`src/verilog/irl_pkg.sv`:
```
// Shared constants for the isolated line-transceiver control block.
package irl_pkg;

  // ----------------------------------------------------------------
  // Clock and sampler timing
  // ----------------------------------------------------------------
  // System clock period in ns (20 MHz).
  localparam int CLK_PERIOD_NS = 50;
  // Internal sampler period in ns (4 MHz nominal).
  localparam int SAMPLE_PERIOD_NS = 250;
  // Clocks per sampler tick.
  localparam int SAMPLE_DIV = SAMPLE_PERIOD_NS / CLK_PERIOD_NS;
  // Sampler counter width and last count.
  localparam int SAMPLE_CW = 3;
  localparam logic [SAMPLE_CW-1:0] SAMPLE_LAST = SAMPLE_CW'(SAMPLE_DIV - 1);
  // Isolated-side tick offset, so both sides never act on one edge.
  localparam logic [SAMPLE_CW-1:0] ISO_PHASE = 3'h2;

  // ----------------------------------------------------------------
  // Barrier delays and fault timing
  // ----------------------------------------------------------------
  // Nominal data delay across the barrier in ns, rounded down to cycles.
  localparam int DATA_DLY_NS = 600;
  localparam int DATA_DLY_CYC = DATA_DLY_NS / CLK_PERIOD_NS;
  // Nominal enable delay in ns; the part beyond the data delay is extra.
  localparam int DE_DLY_NS = 875;
  localparam int DE_EXTRA_CYC = (DE_DLY_NS - DATA_DLY_NS) / CLK_PERIOD_NS;
  // Register stages between the host sample and the transmit delay line.
  localparam int TX_PIPE_CYC = 2;
  // Transmit delay-line depth. The nominal delay counts from an average input edge, which waits
  // about half a sampler period for its tick, so that wait and the pipeline come off the line.
  localparam int TX_DLY_CYC = DATA_DLY_CYC - TX_PIPE_CYC - SAMPLE_DIV / 2;
  // Time-out after frames stop, in ns and cycles.
  localparam int TOF_NS = 1200;
  localparam int TOF_CYC = TOF_NS / CLK_PERIOD_NS;
  // Least start-up time after a fault clears, rounded up to cycles.
  localparam int START_NS = 1000;
  localparam int START_CYC = (START_NS + CLK_PERIOD_NS - 1) / CLK_PERIOD_NS;
  // Counter width for time-out and start-up counting.
  localparam int CNT_W = 6;

  // ----------------------------------------------------------------
  // Frame buffer and reset levels
  // ----------------------------------------------------------------
  // Transmit frame width ({enable, data}) and buffer depth.
  localparam int FRAME_W = 2;
  localparam int FIFO_DEPTH = 4;
  // Idle line level: a released receive line reads high.
  localparam logic LINE_IDLE = 1'b1;

  // Barrier link states.
  typedef enum logic [1:0] {
    IRL_DOWN,
    IRL_START,
    IRL_UP
  } irl_link_t;

endpackage

```
`src/verilog/irl_link_ctrl.sv`:
```
// Control and fault logic of the isolated differential line transceiver.
`timescale 1ns/1ps
module irl_link_ctrl (
  // Clock and reset.
  input wire logic clk,
  input wire logic rstn,
  // Host logic pins.
  input wire logic tx_data_in,
  input wire logic tx_drive_enable,
  input wire logic rx_out_gate_n_fault_in,
  output logic rx_out_gate_n_fault_out,
  output logic rx_out_gate_n_fault_oe,
  output logic rx_data_out,
  output logic rx_data_oe,
  // Isolated side pins.
  output logic isolated_rx_copy,
  input wire logic edge_rate_sel_n,
  output logic line_tx_out,
  output logic line_tx_oe,
  output logic line_slow_slew,
  input wire logic line_rx_in,
  input wire logic line_rx_open_short,
  // Fault sources.
  input wire logic host_supply_low,
  input wire logic iso_supply_low,
  input wire logic thermal_shutdown,
  input wire logic barrier_fail
);

  // ----------------------------------------------------------------
  // Sampler ticks
  // ----------------------------------------------------------------
  // Free-running divider; its ticks bear no relation to the data edges.
  logic [irl_pkg::SAMPLE_CW-1:0] samp_cnt_r;
  logic host_tick;
  logic iso_tick;

  always_ff @(posedge clk) begin
    if (!rstn || samp_cnt_r == irl_pkg::SAMPLE_LAST) begin
      samp_cnt_r <= '0;
    end else begin
      samp_cnt_r <= samp_cnt_r + 1'b1;
    end
  end
  assign host_tick = (samp_cnt_r == '0);
  assign iso_tick = (samp_cnt_r == irl_pkg::ISO_PHASE);

  // ----------------------------------------------------------------
  // Link state and start-up
  // ----------------------------------------------------------------
  // Any hard source blocks the barrier; line opens and shorts are no source.
  logic src_any;
  irl_pkg::irl_link_t link_r;
  logic [irl_pkg::CNT_W-1:0] start_cnt_r;

  assign src_any = host_supply_low || iso_supply_low || thermal_shutdown;

  always_ff @(posedge clk) begin
    if (!rstn) begin
      link_r <= irl_pkg::IRL_DOWN;
    end else if (src_any) begin
      link_r <= irl_pkg::IRL_DOWN;
    end else begin
      case (link_r)
        // Sources gone: begin the start-up wait.
        irl_pkg::IRL_DOWN: begin
          link_r <= irl_pkg::IRL_START;
        end
        // Resume once the least start-up time has passed.
        irl_pkg::IRL_START: begin
          if (start_cnt_r == irl_pkg::CNT_W'(irl_pkg::START_CYC - 1)) begin
            link_r <= irl_pkg::IRL_UP;
          end
        end
        irl_pkg::IRL_UP: begin
          link_r <= irl_pkg::IRL_UP;
        end
        default: begin
          link_r <= irl_pkg::IRL_DOWN;
        end
      endcase
    end
  end

  // Start-up counter runs only in the start state.
  always_ff @(posedge clk) begin
    if (!rstn || link_r != irl_pkg::IRL_START) begin
      start_cnt_r <= '0;
    end else begin
      start_cnt_r <= start_cnt_r + 1'b1;
    end
  end

  // ----------------------------------------------------------------
  // Transmit direction
  // ----------------------------------------------------------------
  // The sampler holds a frame until the buffer takes it, so a full buffer
  // stalls sampling rather than silently losing edges.
  logic comm_on;
  logic samp_vld_r;
  logic [irl_pkg::FRAME_W-1:0] samp_r;
  logic fifo_in_ready;
  logic fifo_out_valid;
  logic fifo_pop;
  logic [irl_pkg::FRAME_W-1:0] fifo_out_data;
  logic [irl_pkg::FRAME_W-1:0] iso_frame_r;
  logic [irl_pkg::FRAME_W-1:0] tx_dly;
  logic de_dly;

  assign comm_on = (link_r == irl_pkg::IRL_UP) && !barrier_fail;

  always_ff @(posedge clk) begin
    if (!rstn || !comm_on) begin
      samp_vld_r <= 1'b0;
      samp_r <= '0;
    end else if (host_tick && (!samp_vld_r || fifo_in_ready)) begin
      samp_vld_r <= 1'b1;
      samp_r <= {tx_drive_enable, tx_data_in};
    end else if (fifo_in_ready) begin
      samp_vld_r <= 1'b0;
    end
  end

  irl_fifo #(
    .WIDTH(irl_pkg::FRAME_W),
    .DEPTH(irl_pkg::FIFO_DEPTH)
  ) u_fifo (
    .clk(clk),
    .rstn(rstn),
    .flush(!comm_on),
    .in_valid(samp_vld_r),
    .in_ready(fifo_in_ready),
    .in_data(samp_r),
    .out_valid(fifo_out_valid),
    .out_ready(iso_tick),
    .out_data(fifo_out_data)
  );
  assign fifo_pop = fifo_out_valid && iso_tick;

  // Isolated side decodes one frame per isolated tick.
  always_ff @(posedge clk) begin
    if (!rstn || !comm_on) begin
      iso_frame_r <= '0;
    end else if (fifo_pop) begin
      iso_frame_r <= fifo_out_data;
    end
  end

  irl_dly #(
    .WIDTH(irl_pkg::FRAME_W),
    .DEPTH(irl_pkg::TX_DLY_CYC),
    .RST('0)
  ) u_tx_dly (
    .clk(clk),
    .rstn(rstn),
    .din(iso_frame_r),
    .dout(tx_dly)
  );

  irl_dly #(
    .WIDTH(1),
    .DEPTH(irl_pkg::DE_EXTRA_CYC),
    .RST(1'b0)
  ) u_de_dly (
    .clk(clk),
    .rstn(rstn),
    .din(tx_dly[1]),
    .dout(de_dly)
  );

  // thermal or any fault releases line
  assign line_tx_oe = de_dly && comm_on && !thermal_shutdown;
  assign line_tx_out = tx_dly[0];

  always_ff @(posedge clk) begin
    if (!rstn) begin
      line_slow_slew <= 1'b0;
    end else begin
      line_slow_slew <= !edge_rate_sel_n;
    end
  end

  // ----------------------------------------------------------------
  // Receive direction
  // ----------------------------------------------------------------
  // A fixed receiver offset makes an open or shorted pair read high.
  logic rx_level;
  logic [1:0] rx_frame_r;
  logic [1:0] rx_dly;
  logic rx_host_r;

  assign rx_level = line_rx_open_short ? irl_pkg::LINE_IDLE : line_rx_in;

  always_ff @(posedge clk) begin
    if (!rstn) begin
      isolated_rx_copy <= irl_pkg::LINE_IDLE;
    end else begin
      isolated_rx_copy <= rx_level;
    end
  end

  always_ff @(posedge clk) begin
    if (!rstn) begin
      rx_frame_r <= {1'b0, irl_pkg::LINE_IDLE};
    end else begin
      rx_frame_r <= {iso_tick && comm_on, rx_level};
    end
  end

  irl_dly #(
    .WIDTH(2),
    .DEPTH(irl_pkg::DATA_DLY_CYC),
    .RST({1'b0, irl_pkg::LINE_IDLE})
  ) u_rx_dly (
    .clk(clk),
    .rstn(rstn),
    .din(rx_frame_r),
    .dout(rx_dly)
  );

  // Host side keeps the last received level.
  always_ff @(posedge clk) begin
    if (!rstn) begin
      rx_host_r <= irl_pkg::LINE_IDLE;
    end else if (rx_dly[1]) begin
      rx_host_r <= rx_dly[0];
    end
  end

  // ----------------------------------------------------------------
  // Time-out and fault indication
  // ----------------------------------------------------------------
  logic [irl_pkg::CNT_W-1:0] gap_cnt_r;
  logic timeout;
  logic fault_r;

  always_ff @(posedge clk) begin
    if (!rstn || rx_dly[1]) begin
      gap_cnt_r <= '0;
    end else if (gap_cnt_r != irl_pkg::CNT_W'(irl_pkg::TOF_CYC)) begin
      gap_cnt_r <= gap_cnt_r + 1'b1;
    end
  end
  assign timeout = (gap_cnt_r == irl_pkg::CNT_W'(irl_pkg::TOF_CYC));

  always_ff @(posedge clk) begin
    if (!rstn) begin
      fault_r <= 1'b1;
    end else if (host_tick) begin
      fault_r <= src_any || timeout || (link_r != irl_pkg::IRL_UP);
    end
  end

  // weak fault level on gate pin
  assign rx_out_gate_n_fault_out = fault_r;
  assign rx_out_gate_n_fault_oe = 1'b1;

  // output enabled only with gate low
  assign rx_data_oe = !rx_out_gate_n_fault_in;
  assign rx_data_out = fault_r ? 1'b1 : rx_host_r;

  // ----------------------------------------------------------------
  // Assertions
  // ----------------------------------------------------------------
  localparam int THERM_WAIT = 6;

  a_rx_gate_hiz: assert property (@(posedge clk) disable iff (!rstn)
    rx_out_gate_n_fault_in |-> !rx_data_oe) else $error("receive output driven with gate high");
  a_copy_follows: assert property (@(posedge clk) disable iff (!rstn)
    ##1 isolated_rx_copy == $past(rx_level)) else $error("isolated copy not following line");
  a_slow_slew: assert property (@(posedge clk) disable iff (!rstn)
    !edge_rate_sel_n |=> line_slow_slew) else $error("slow slew not selected");
  a_fast_slew: assert property (@(posedge clk) disable iff (!rstn)
    edge_rate_sel_n |=> !line_slow_slew) else $error("fast edges not selected");
  a_fault_high: assert property (@(posedge clk) disable iff (!rstn)
    fault_r |-> rx_data_out) else $error("receive output low during fault");
  a_therm_fault: assert property (@(posedge clk) disable iff (!rstn)
    thermal_shutdown [*6] |-> fault_r) else $error("thermal fault not indicated");
  a_therm_hiz: assert property (@(posedge clk) disable iff (!rstn)
    thermal_shutdown |-> !line_tx_oe) else $error("line driven in thermal shutdown");
  a_iso_low_down: assert property (@(posedge clk) disable iff (!rstn)
    iso_supply_low |=> link_r == irl_pkg::IRL_DOWN ##0 !line_tx_oe) else $error("link up with low supply");
  a_start_wait: assert property (@(posedge clk) disable iff (!rstn)
    $rose(link_r == irl_pkg::IRL_UP) |-> $past(start_cnt_r) == irl_pkg::CNT_W'(irl_pkg::START_CYC - 1))
    else $error("link resumed early");
  a_tof_time: assert property (@(posedge clk) disable iff (!rstn)
    rx_dly[1] ##1 (!rx_dly[1]) [*8] |-> !timeout) else $error("time-out too early");
  a_tof_fault: assert property (@(posedge clk) disable iff (!rstn)
    timeout |-> ##[0:THERM_WAIT] fault_r) else $error("time-out not indicated");
  a_weak_level: assert property (@(posedge clk) disable iff (!rstn)
    rx_out_gate_n_fault_oe && rx_out_gate_n_fault_out == fault_r) else $error("gate pin level wrong");

  c_link_up: cover property (@(posedge clk) disable iff (!rstn) $rose(link_r == irl_pkg::IRL_UP));
  c_line_drive: cover property (@(posedge clk) disable iff (!rstn) line_tx_oe && !line_tx_out);
  c_timeout: cover property (@(posedge clk) disable iff (!rstn) $rose(timeout) && !src_any);
  c_rx_low: cover property (@(posedge clk) disable iff (!rstn) rx_data_oe && !rx_data_out);

endmodule

```
`src/verilog/irl_fifo.sv`:
```
// Small synchronous FIFO carrying transmit frames across the barrier model.
`timescale 1ns/1ps
module irl_fifo #(
  parameter int WIDTH = 2,
  parameter int DEPTH = 4
) (
  // Clock and reset.
  input wire logic clk,
  input wire logic rstn,
  input wire logic flush,
  // Filling side.
  input wire logic in_valid,
  output logic in_ready,
  input wire logic [WIDTH-1:0] in_data,
  // Draining side.
  output logic out_valid,
  input wire logic out_ready,
  output logic [WIDTH-1:0] out_data
);

  // ----------------------------------------------------------------
  // Storage and pointers
  // ----------------------------------------------------------------
  localparam int AW = $clog2(DEPTH);
  // Entry array.
  logic [WIDTH-1:0] mem_r [DEPTH];
  // Pointers carry one extra bit to tell full from empty.
  logic [AW:0] wr_ptr_r;
  logic [AW:0] rd_ptr_r;
  logic push;
  logic pop;

  // Full when pointers differ only in the wrap bit.
  assign in_ready = !((wr_ptr_r[AW] != rd_ptr_r[AW]) && (wr_ptr_r[AW-1:0] == rd_ptr_r[AW-1:0]));
  // Empty when pointers match.
  assign out_valid = (wr_ptr_r != rd_ptr_r);
  assign out_data = mem_r[rd_ptr_r[AW-1:0]];
  assign push = in_valid && in_ready;
  assign pop = out_valid && out_ready;

  // Write side; entries need no reset because pointers guard them.
  always_ff @(posedge clk) begin
    if (push) begin
      mem_r[wr_ptr_r[AW-1:0]] <= in_data;
    end
  end

  // Pointer update; flush drops stale frames when the link falls.
  always_ff @(posedge clk) begin
    if (!rstn || flush) begin
      wr_ptr_r <= '0;
      rd_ptr_r <= '0;
    end else begin
      if (push) begin
        wr_ptr_r <= wr_ptr_r + 1'b1;
      end
      if (pop) begin
        rd_ptr_r <= rd_ptr_r + 1'b1;
      end
    end
  end

endmodule

```
`src/verilog/irl_dly.sv`:
```
// Fixed-length register delay line used for barrier latency.
`timescale 1ns/1ps
module irl_dly #(
  parameter int WIDTH = 1,
  parameter int DEPTH = 1,
  parameter logic [WIDTH-1:0] RST = '0
) (
  // Clock and reset.
  input wire logic clk,
  input wire logic rstn,
  // Data in and out.
  input wire logic [WIDTH-1:0] din,
  output logic [WIDTH-1:0] dout
);

  // ----------------------------------------------------------------
  // Stage chain
  // ----------------------------------------------------------------
  // Stage 0 takes the input; the last stage drives the output.
  logic [WIDTH-1:0] stage_r [DEPTH];
  assign dout = stage_r[DEPTH-1];

  // One register per stage, each reset to the idle value.
  for (genvar i = 0; i < DEPTH; i++) begin : g_stage
    // The first stage reads the input itself, so no stage has a second driver.
    if (i == 0) begin : g_first
      always_ff @(posedge clk) begin
        if (!rstn) begin
          stage_r[i] <= RST;
        end else begin
          stage_r[i] <= din;
        end
      end
    end else begin : g_next
      always_ff @(posedge clk) begin
        if (!rstn) begin
          stage_r[i] <= RST;
        end else begin
          stage_r[i] <= stage_r[i-1];
        end
      end
    end
  end

endmodule

```
`config.mk`:
```
export PLATFORM = sky130hd
export DESIGN_NAME = irl_link_ctrl
export DESIGN_NICKNAME = d
export VERILOG_FILES = /design/src/verilog/irl_pkg.sv /design/src/verilog/irl_link_ctrl.sv /design/src/verilog/irl_fifo.sv /design/src/verilog/irl_dly.sv
export SDC_FILE = /design/constraint.sdc
export NUM_CORES = 1
export LEC_CHECK = 0
export BUFFER_PORTS_ARGS = -buffer_cell sky130_fd_sc_hd__buf_4
export CORE_ASPECT_RATIO = 0.7
export CORE_MARGIN = 2
export CORE_UTILIZATION = 45
export CTS_CLUSTER_SIZE = 40
export DETAILED_ROUTE_END_ITERATION = 6
export GPL_TIMING_DRIVEN = 0
export PLACE_DENSITY = 0.66
export SYNTH_ARGS = -nofsm -noshare
export SYNTH_HDL_FRONTEND = slang
export SYNTH_HIERARCHICAL = 1
export SYNTH_SLANG_ARGS = --single-unit
```
`constraint.sdc`:
```
create_clock -name clk -period 2.8 [get_ports clk]
set_input_delay 0.14 -clock clk [delete_from_list [all_inputs] [get_ports clk]]
set_output_delay 0.14 -clock clk [all_outputs]
set_load 0.03 [all_outputs]
```
Yosys cells after proc, flatten, opt, wreduce, memory -nomap -nowiden
Memory sizes are Yosys's and may differ from the RTL's. A register that Yosys moved wholly into a read port is not among the register bits.
Index checks and enable logic that the tools add are counted.
Operators by class
  $add $sub $neg: 5
  eq/ne operators: 14
  multiplexer cells: 35
  bitwise operators: 26
  reduce and logical (&&, ||, !) cells: 28
Operator list (count)
  2-bit 2-to-1 mux: 21
  1-bit bitwise OR: 25
  1-bit 2-to-1 mux: 13
  6-bit by 1-bit adder with 6-bit output, second input constant: 2
  6-bit by 5-bit equality test with 1-bit output, second input constant: 2
  3-bit by 1-bit adder with 3-bit output, second input constant: 3
  1-bit logical OR: 9
  1-bit logical AND: 8
  1-bit zero test: 8
  2-bit != test, second input constant: 3
  6-bit by 5-bit != test with 1-bit output, second input constant: 1
  2-bit case mux with 3 select lines: 1
  3-bit by 2-bit equality test with 1-bit output, second input constant: 1
  3-bit equality test, second input constant: 1
  3-bit zero test: 1
  3-bit != test: 1
  2-bit by 1-bit equality test with 1-bit output, second input constant: 1
  2-bit equality test: 1
  2-bit equality test, second input constant: 1
  2-bit zero test: 1
  2-bit by 1-bit != test with 1-bit output, second input constant: 1
  2-bit OR reduction: 1
  1-bit != test: 1
  1-bit NOT: 1
Storage, ports and cells
  register bits: 32
  bits in writable memories: 53
  output and inout port bits: 8
  logic and storage cells: 125
  memories: 4
Memory list
  u_rx_dly.stage_r: depth 12, width 2, rd ports 12, clocked after memory_dff 0, write ports 12, line irl_dly.sv:20  | logic [WIDTH-1:0] stage_r [DEPTH];
  u_tx_dly.stage_r: depth 8, width 2, rd ports 8, clocked after memory_dff 0, write ports 8, line irl_dly.sv:20
  u_fifo.mem_r: depth 4, width 2, rd ports 1, clocked after memory_dff 1, write ports 1, line irl_fifo.sv:26  | logic [WIDTH-1:0] mem_r [DEPTH];
  u_de_dly.stage_r: depth 5, width 1, rd ports 5, clocked after memory_dff 0, write ports 5, line irl_dly.sv:20

Longest topological paths before layout
  word-level depth: 6
  mapped depth: 7

By module
The synthesis kept the hierarchy.
Modules (own cells, without submodules)
  irl_link_ctrl: times used 1, cells each 129, area an instance 1222.4 um^2, seq. area each 540.5 um^2
  irl_fifo: times used 1, cells each 78, area an instance 872.1 um^2, seq. area each 400.4 um^2
  irl_dly at u_rx_dly: times used 1, cells each 52, area an instance 663.1 um^2, seq. area each 480.5 um^2
  irl_dly at u_tx_dly: times used 1, cells each 35, area an instance 461.7 um^2, seq. area each 320.3 um^2
  irl_dly at u_de_dly: times used 1, cells each 10, area an instance 131.4 um^2, seq. area each 100.1 um^2

Least setup slack after synthesis
No wires, ideal clock.
  kind: reg-to-output
  from: register link_r[0]
  to: output line_tx_oe
  arrival time: 1392 ps
  data required time: 2660 ps
  setup slack: 1268 ps
  stages on the path, launching flop included: 5
  cell sequence: dfxtp_1 -> inv_1 -> ha_1 -> nand2b_1 -> nor3b_1
Between the ends
  cells in the longest elaborated chain, start to end: 4
RTL lines
  start, declared: line irl_link_ctrl.sv:53  | irl_pkg::irl_link_t link_r;
  start signal, assigned: line irl_link_ctrl.sv:60  | link_r <= irl_pkg::IRL_DOWN;
  start signal, assigned: line irl_link_ctrl.sv:62  | link_r <= irl_pkg::IRL_DOWN;
  start signal, assigned: line irl_link_ctrl.sv:67  | link_r <= irl_pkg::IRL_START;
  2-bit equality test: line irl_link_ctrl.sv:110  | assign comm_on = (link_r == irl_pkg::IRL_UP) && !barrier_fail;
  1-bit logical AND: line irl_link_ctrl.sv:110
  1-bit logical AND (2 in a row): line irl_link_ctrl.sv:172  | assign line_tx_oe = de_dly && comm_on && !thermal_shutdown;
  end, declared: line irl_link_ctrl.sv:19  | output logic line_tx_oe,
No other way between the ends.

Worst setup path in the final report
  from: register link_r[0]
  to: register u_fifo.wr_ptr_r[0]
Between the ends
  cells in the longest elaborated chain, start to end: 4
RTL lines
  2-bit equality test: line irl_link_ctrl.sv:110
  1-bit logical AND: line irl_link_ctrl.sv:110
  1-bit zero test: line irl_link_ctrl.sv:130  | .flush(!comm_on),
  1-bit logical OR: line irl_fifo.sv:50  | if (!rstn || flush) begin
  end signal, assigned: line irl_fifo.sv:55  | wr_ptr_r <= wr_ptr_r + 1'b1;
  end, declared: line irl_fifo.sv:28  | logic [AW:0] wr_ptr_r;
No other way between the ends.
A chain may end at the register's enable or synchronous reset.

==> impl_results.md <==
* Outcome: complete, no violations
* Total track usage at 0.146
* Non-Filler Instances at 437
* Max IR drop VDD at 0.348 mV
* Largest net degree at the start of global routing at 32
* Post-CTS setup buffer count at 0
* R2R depth at 6
* FF-to-FF Start: link_r[0]
* Core area at 0.00725 mm^2
* Critical path's top delay family: simple AND/OR/NAND/NOR gates
* Post-synth EDFFs at 8
* Min-delay worst type: in2reg
* Worst Path Required at 3.04 ns
* CTS tree: yes
* Layout net count at 362
* Mux share of post-synthesis cell area at 0.0284
* Max clock buf depth at 2
* GPL Wtd Cong at 0.786
* Via count at 2101
* First-pass GRT wire length at 9110 um
* Worst stage delay on the critical path at 0.36 ns
* R2r setup slk at 1.04 ns
* CTS Buf Count at 9
* Seq/Total Area, Yosys at 0.550
* Startpoint class of the critical path: flop
* Final instance area at 0.00381 mm^2
* Starting density of the core at 0.462
* Yosys cell types at 51
* Clock root buffer: clkbuf_8
* Hold Violations, Final at 0
* CP max stage cell: dfxtp_1
* Clk slew on worst S/H paths at 0.08 ns
* Most common cell after layout, fill and taps aside: dfxtp_1
* Peak fanout along the critical path at 7
* Synth Area in Adders at 0.0523
* Top cells by area, synth: dfxtp_1 (48%), edfxtp_1 (7.2%), ha_1 (5.2%)
* WP buf/inv at 1
* Die area at 0.00816 mm^2
* Worst slew margin at 0.629
* CTS H-tree depth at 3
* Drt first pass iters at 4
* Critical Path End: u_fifo/wr_ptr_r[0]
* Yosys warnings at 6
* Commonest cells after routing, fill and taps aside: dfxtp_1 (80), buf_4 (25), and2_1 (24)
* Post-Synthesis Net Count at 330
* DR DRC count at 0
* Largest family of logic cells by synthesized area: simple AND/OR/NAND/NOR gates
* Placed insts at 420
* Clock Sink Count at 88
* Port Buf Inserts at 18
* Vias in the first global route at 1940
* Syn Inst Count at 304
* Pwr dens at 566 mW/mm^2
* WHS at 0.0437 ns
* Initial antenna violation count at 0
* Critical Path Start: link_r[0]
* P_leak at 0.00152 uW
* Setup Crit Path Kind: reg2reg
* DP Area at 0.00361 mm^2
* Maximum Capacitance Violations at 0
* Drt first-iter violations at 102
* DRT Wirelength at 5310 um
* Async SR Flop Fraction at 0
* Pins Over Slew Limit at 0
* Die width at 107 um
* Max Clock Skew at 0.00543 ns
* Area delta synth->final at 13.7%
* Slew @ Worst Pin at 0.553 ns
* Synth Area in Compound Gates at 0.0650
* Final core utilization at 0.525
* Seq cells post-synth at 88
* Crit path cell chain: inv_1, ha_1, nand2b_1, and4bb_2, a21boi_0, a211o_1
* Dominant cell type by area after synthesis: dfxtp_1
* Via density at 4.81
* Unrepaired setup endpoints after global routing: no
* Hpwl dp at 3650 um
* Antenna cells at 0
* RR Endpoint: u_fifo/wr_ptr_r[0]
* Routed Antenna Nets at 0
* Syn avg cell area at 11.0 um^2
* Min Tclk post-route at 1.76 ns
* Final Setup Violations at 0
* Die height at 76.2 um
* Fmax at 0.569 GHz
* Setup crit end kind: flop
* Total gr overflow at 0
* Fin crit share at 0.628
* Number of cells on the critical path at 6
* Routed len/inst at 12.1 um
* Worst EP arrival at 2.00 ns
* Simple-gate share of the synthesized area at 0.233
* Ys flop type: dfxtp_1
* # hold bufs at CTS at 3
* Num rows at 26
* Post-CTS sizing at 0
* Mapped cell area at 0.00335 mm^2
* Post-synthesis xor/xnor area fraction at 0.0314
* Share of cells above drive strength 1 at 0.204
* Clk Latency, worst-skew pair at 0.35 ns
* Synth top area share at 0.478
* Ports at 20
* Setup TNS at 0 ns
## cell families (layout without fill, tap and decap cells)
logic type / Yosys count / in the layout
XOR/XNOR: 12 / 12
AND/OR/NAND/NOR: 125 / 125
multiplexers: 7 / 7
other: 1 / 1
adder cells (fa/ha/maj): 14 / 14
flip-flops: 88 / 88
AO/OA/AOI/OAI: 34 / 34
buffers and inverters: 23 / 58
## synth_stat cells (2+ instances only)
| cell | instances |
|---|---|
| a211o_1 | 3 |
| a21oi_1 | 11 |
| a31oi_1 | 5 |
| and2_1 | 24 |
| and2_2 | 12 |
| and3_1 | 3 |
| and3_2 | 3 |
| buf_4 | 7 |
| buf_6 | 2 |
| dfxtp_1 | 80 |
| edfxtp_1 | 8 |
| ha_1 | 14 |
| inv_1 | 11 |
| mux2i_1 | 5 |
| mux4_2 | 2 |
| nand2_1 | 15 |
| nand2b_1 | 15 |
| nand3_1 | 9 |
| nand4_1 | 3 |
| nor2_1 | 12 |
| nor2b_1 | 3 |
| nor3_1 | 4 |
| nor3b_1 | 2 |
| nor4bb_1 | 2 |
| o211ai_1 | 2 |
| o21ai_0 | 6 |
| o31a_2 | 2 |
| or2b_1 | 4 |
| or3_1 | 3 |
| xnor2_1 | 5 |
| xor2_1 | 7 |
## routing by layer
metal,global-route usage,share of wire
met5,0,0
met4,0.0545,0.016
met3,0.0590,0.049
met2,0.194,0.41
met1,0.209,0.52
## state kept, by name, summed over array words and instances, names as in the netlist, 3 cells and up, named ones only
register,flops
u_fifo/rd_ptr_r,3
u_fifo/mem_r,8
u_tx_dly/stage_r,16
u_de_dly/stage_r,5
u_fifo/wr_ptr_r,3
gap_cnt_r,6
samp_cnt_r,3
u_rx_dly/stage_r,24
start_cnt_r,6
## power breakdown
part / total [uW] / switching, uW / internal (uW)
combinational: 93.6 / 51.3 / 42.3
clock: 776 / 412 / 364
sequential: 1280 / 7.90 / 1280
total: 2150 / 472 / 1680
## stage by stage
step,total power (uW),worst slack (ns)
finish,2150,1.04
global route,2260,0.887
CTS,2190,1.01
detailed placement,1410,1.06
global placement,1400,1.07
floorplan,1370,1.27
## final cells by class
cell class | instances | area (um^2)
Buffer | 11 | 87.6
Clock buffer | 11 | 153
Inverter | 12 | 45.0
Multi-Input combinational cell | 193 | 1380
Clock inverter | 3 | 17.5
Timing Repair Buffer | 21 | 165
Fill cell | 652 | 3450
Tap cell | 98 | 123
Sequential cell | 88 | 1840
## tightest hold or removal path, stage by stage
cell and delay, ns:
buf_4 0.11, nand3_1 0.05, a21oi_1 0.05
## worst min-delay path by stage
| stage | cells after the start | start | to | slack [ns] |
|---|---|---|---|---|
| 2_1_floorplan | 1 | rstn | rx_host_r | 0.20 |
| 3_3_place_gp | 2 | edge_rate_sel_n | line_slow_slew | 0.32 |
| 3_5_place_dp | 2 | edge_rate_sel_n | line_slow_slew | 0.32 |
| 4_1_cts | 3 | tx_drive_enable | samp_r[1] | 0.02 |
| 5_1_grt | 3 | tx_data_in | samp_r[0] | 0.03 |
| 6_report | 3 | tx_drive_enable | samp_r[1] | 0.04 |
No activity file was read; power rests on OpenSTA's default activity.
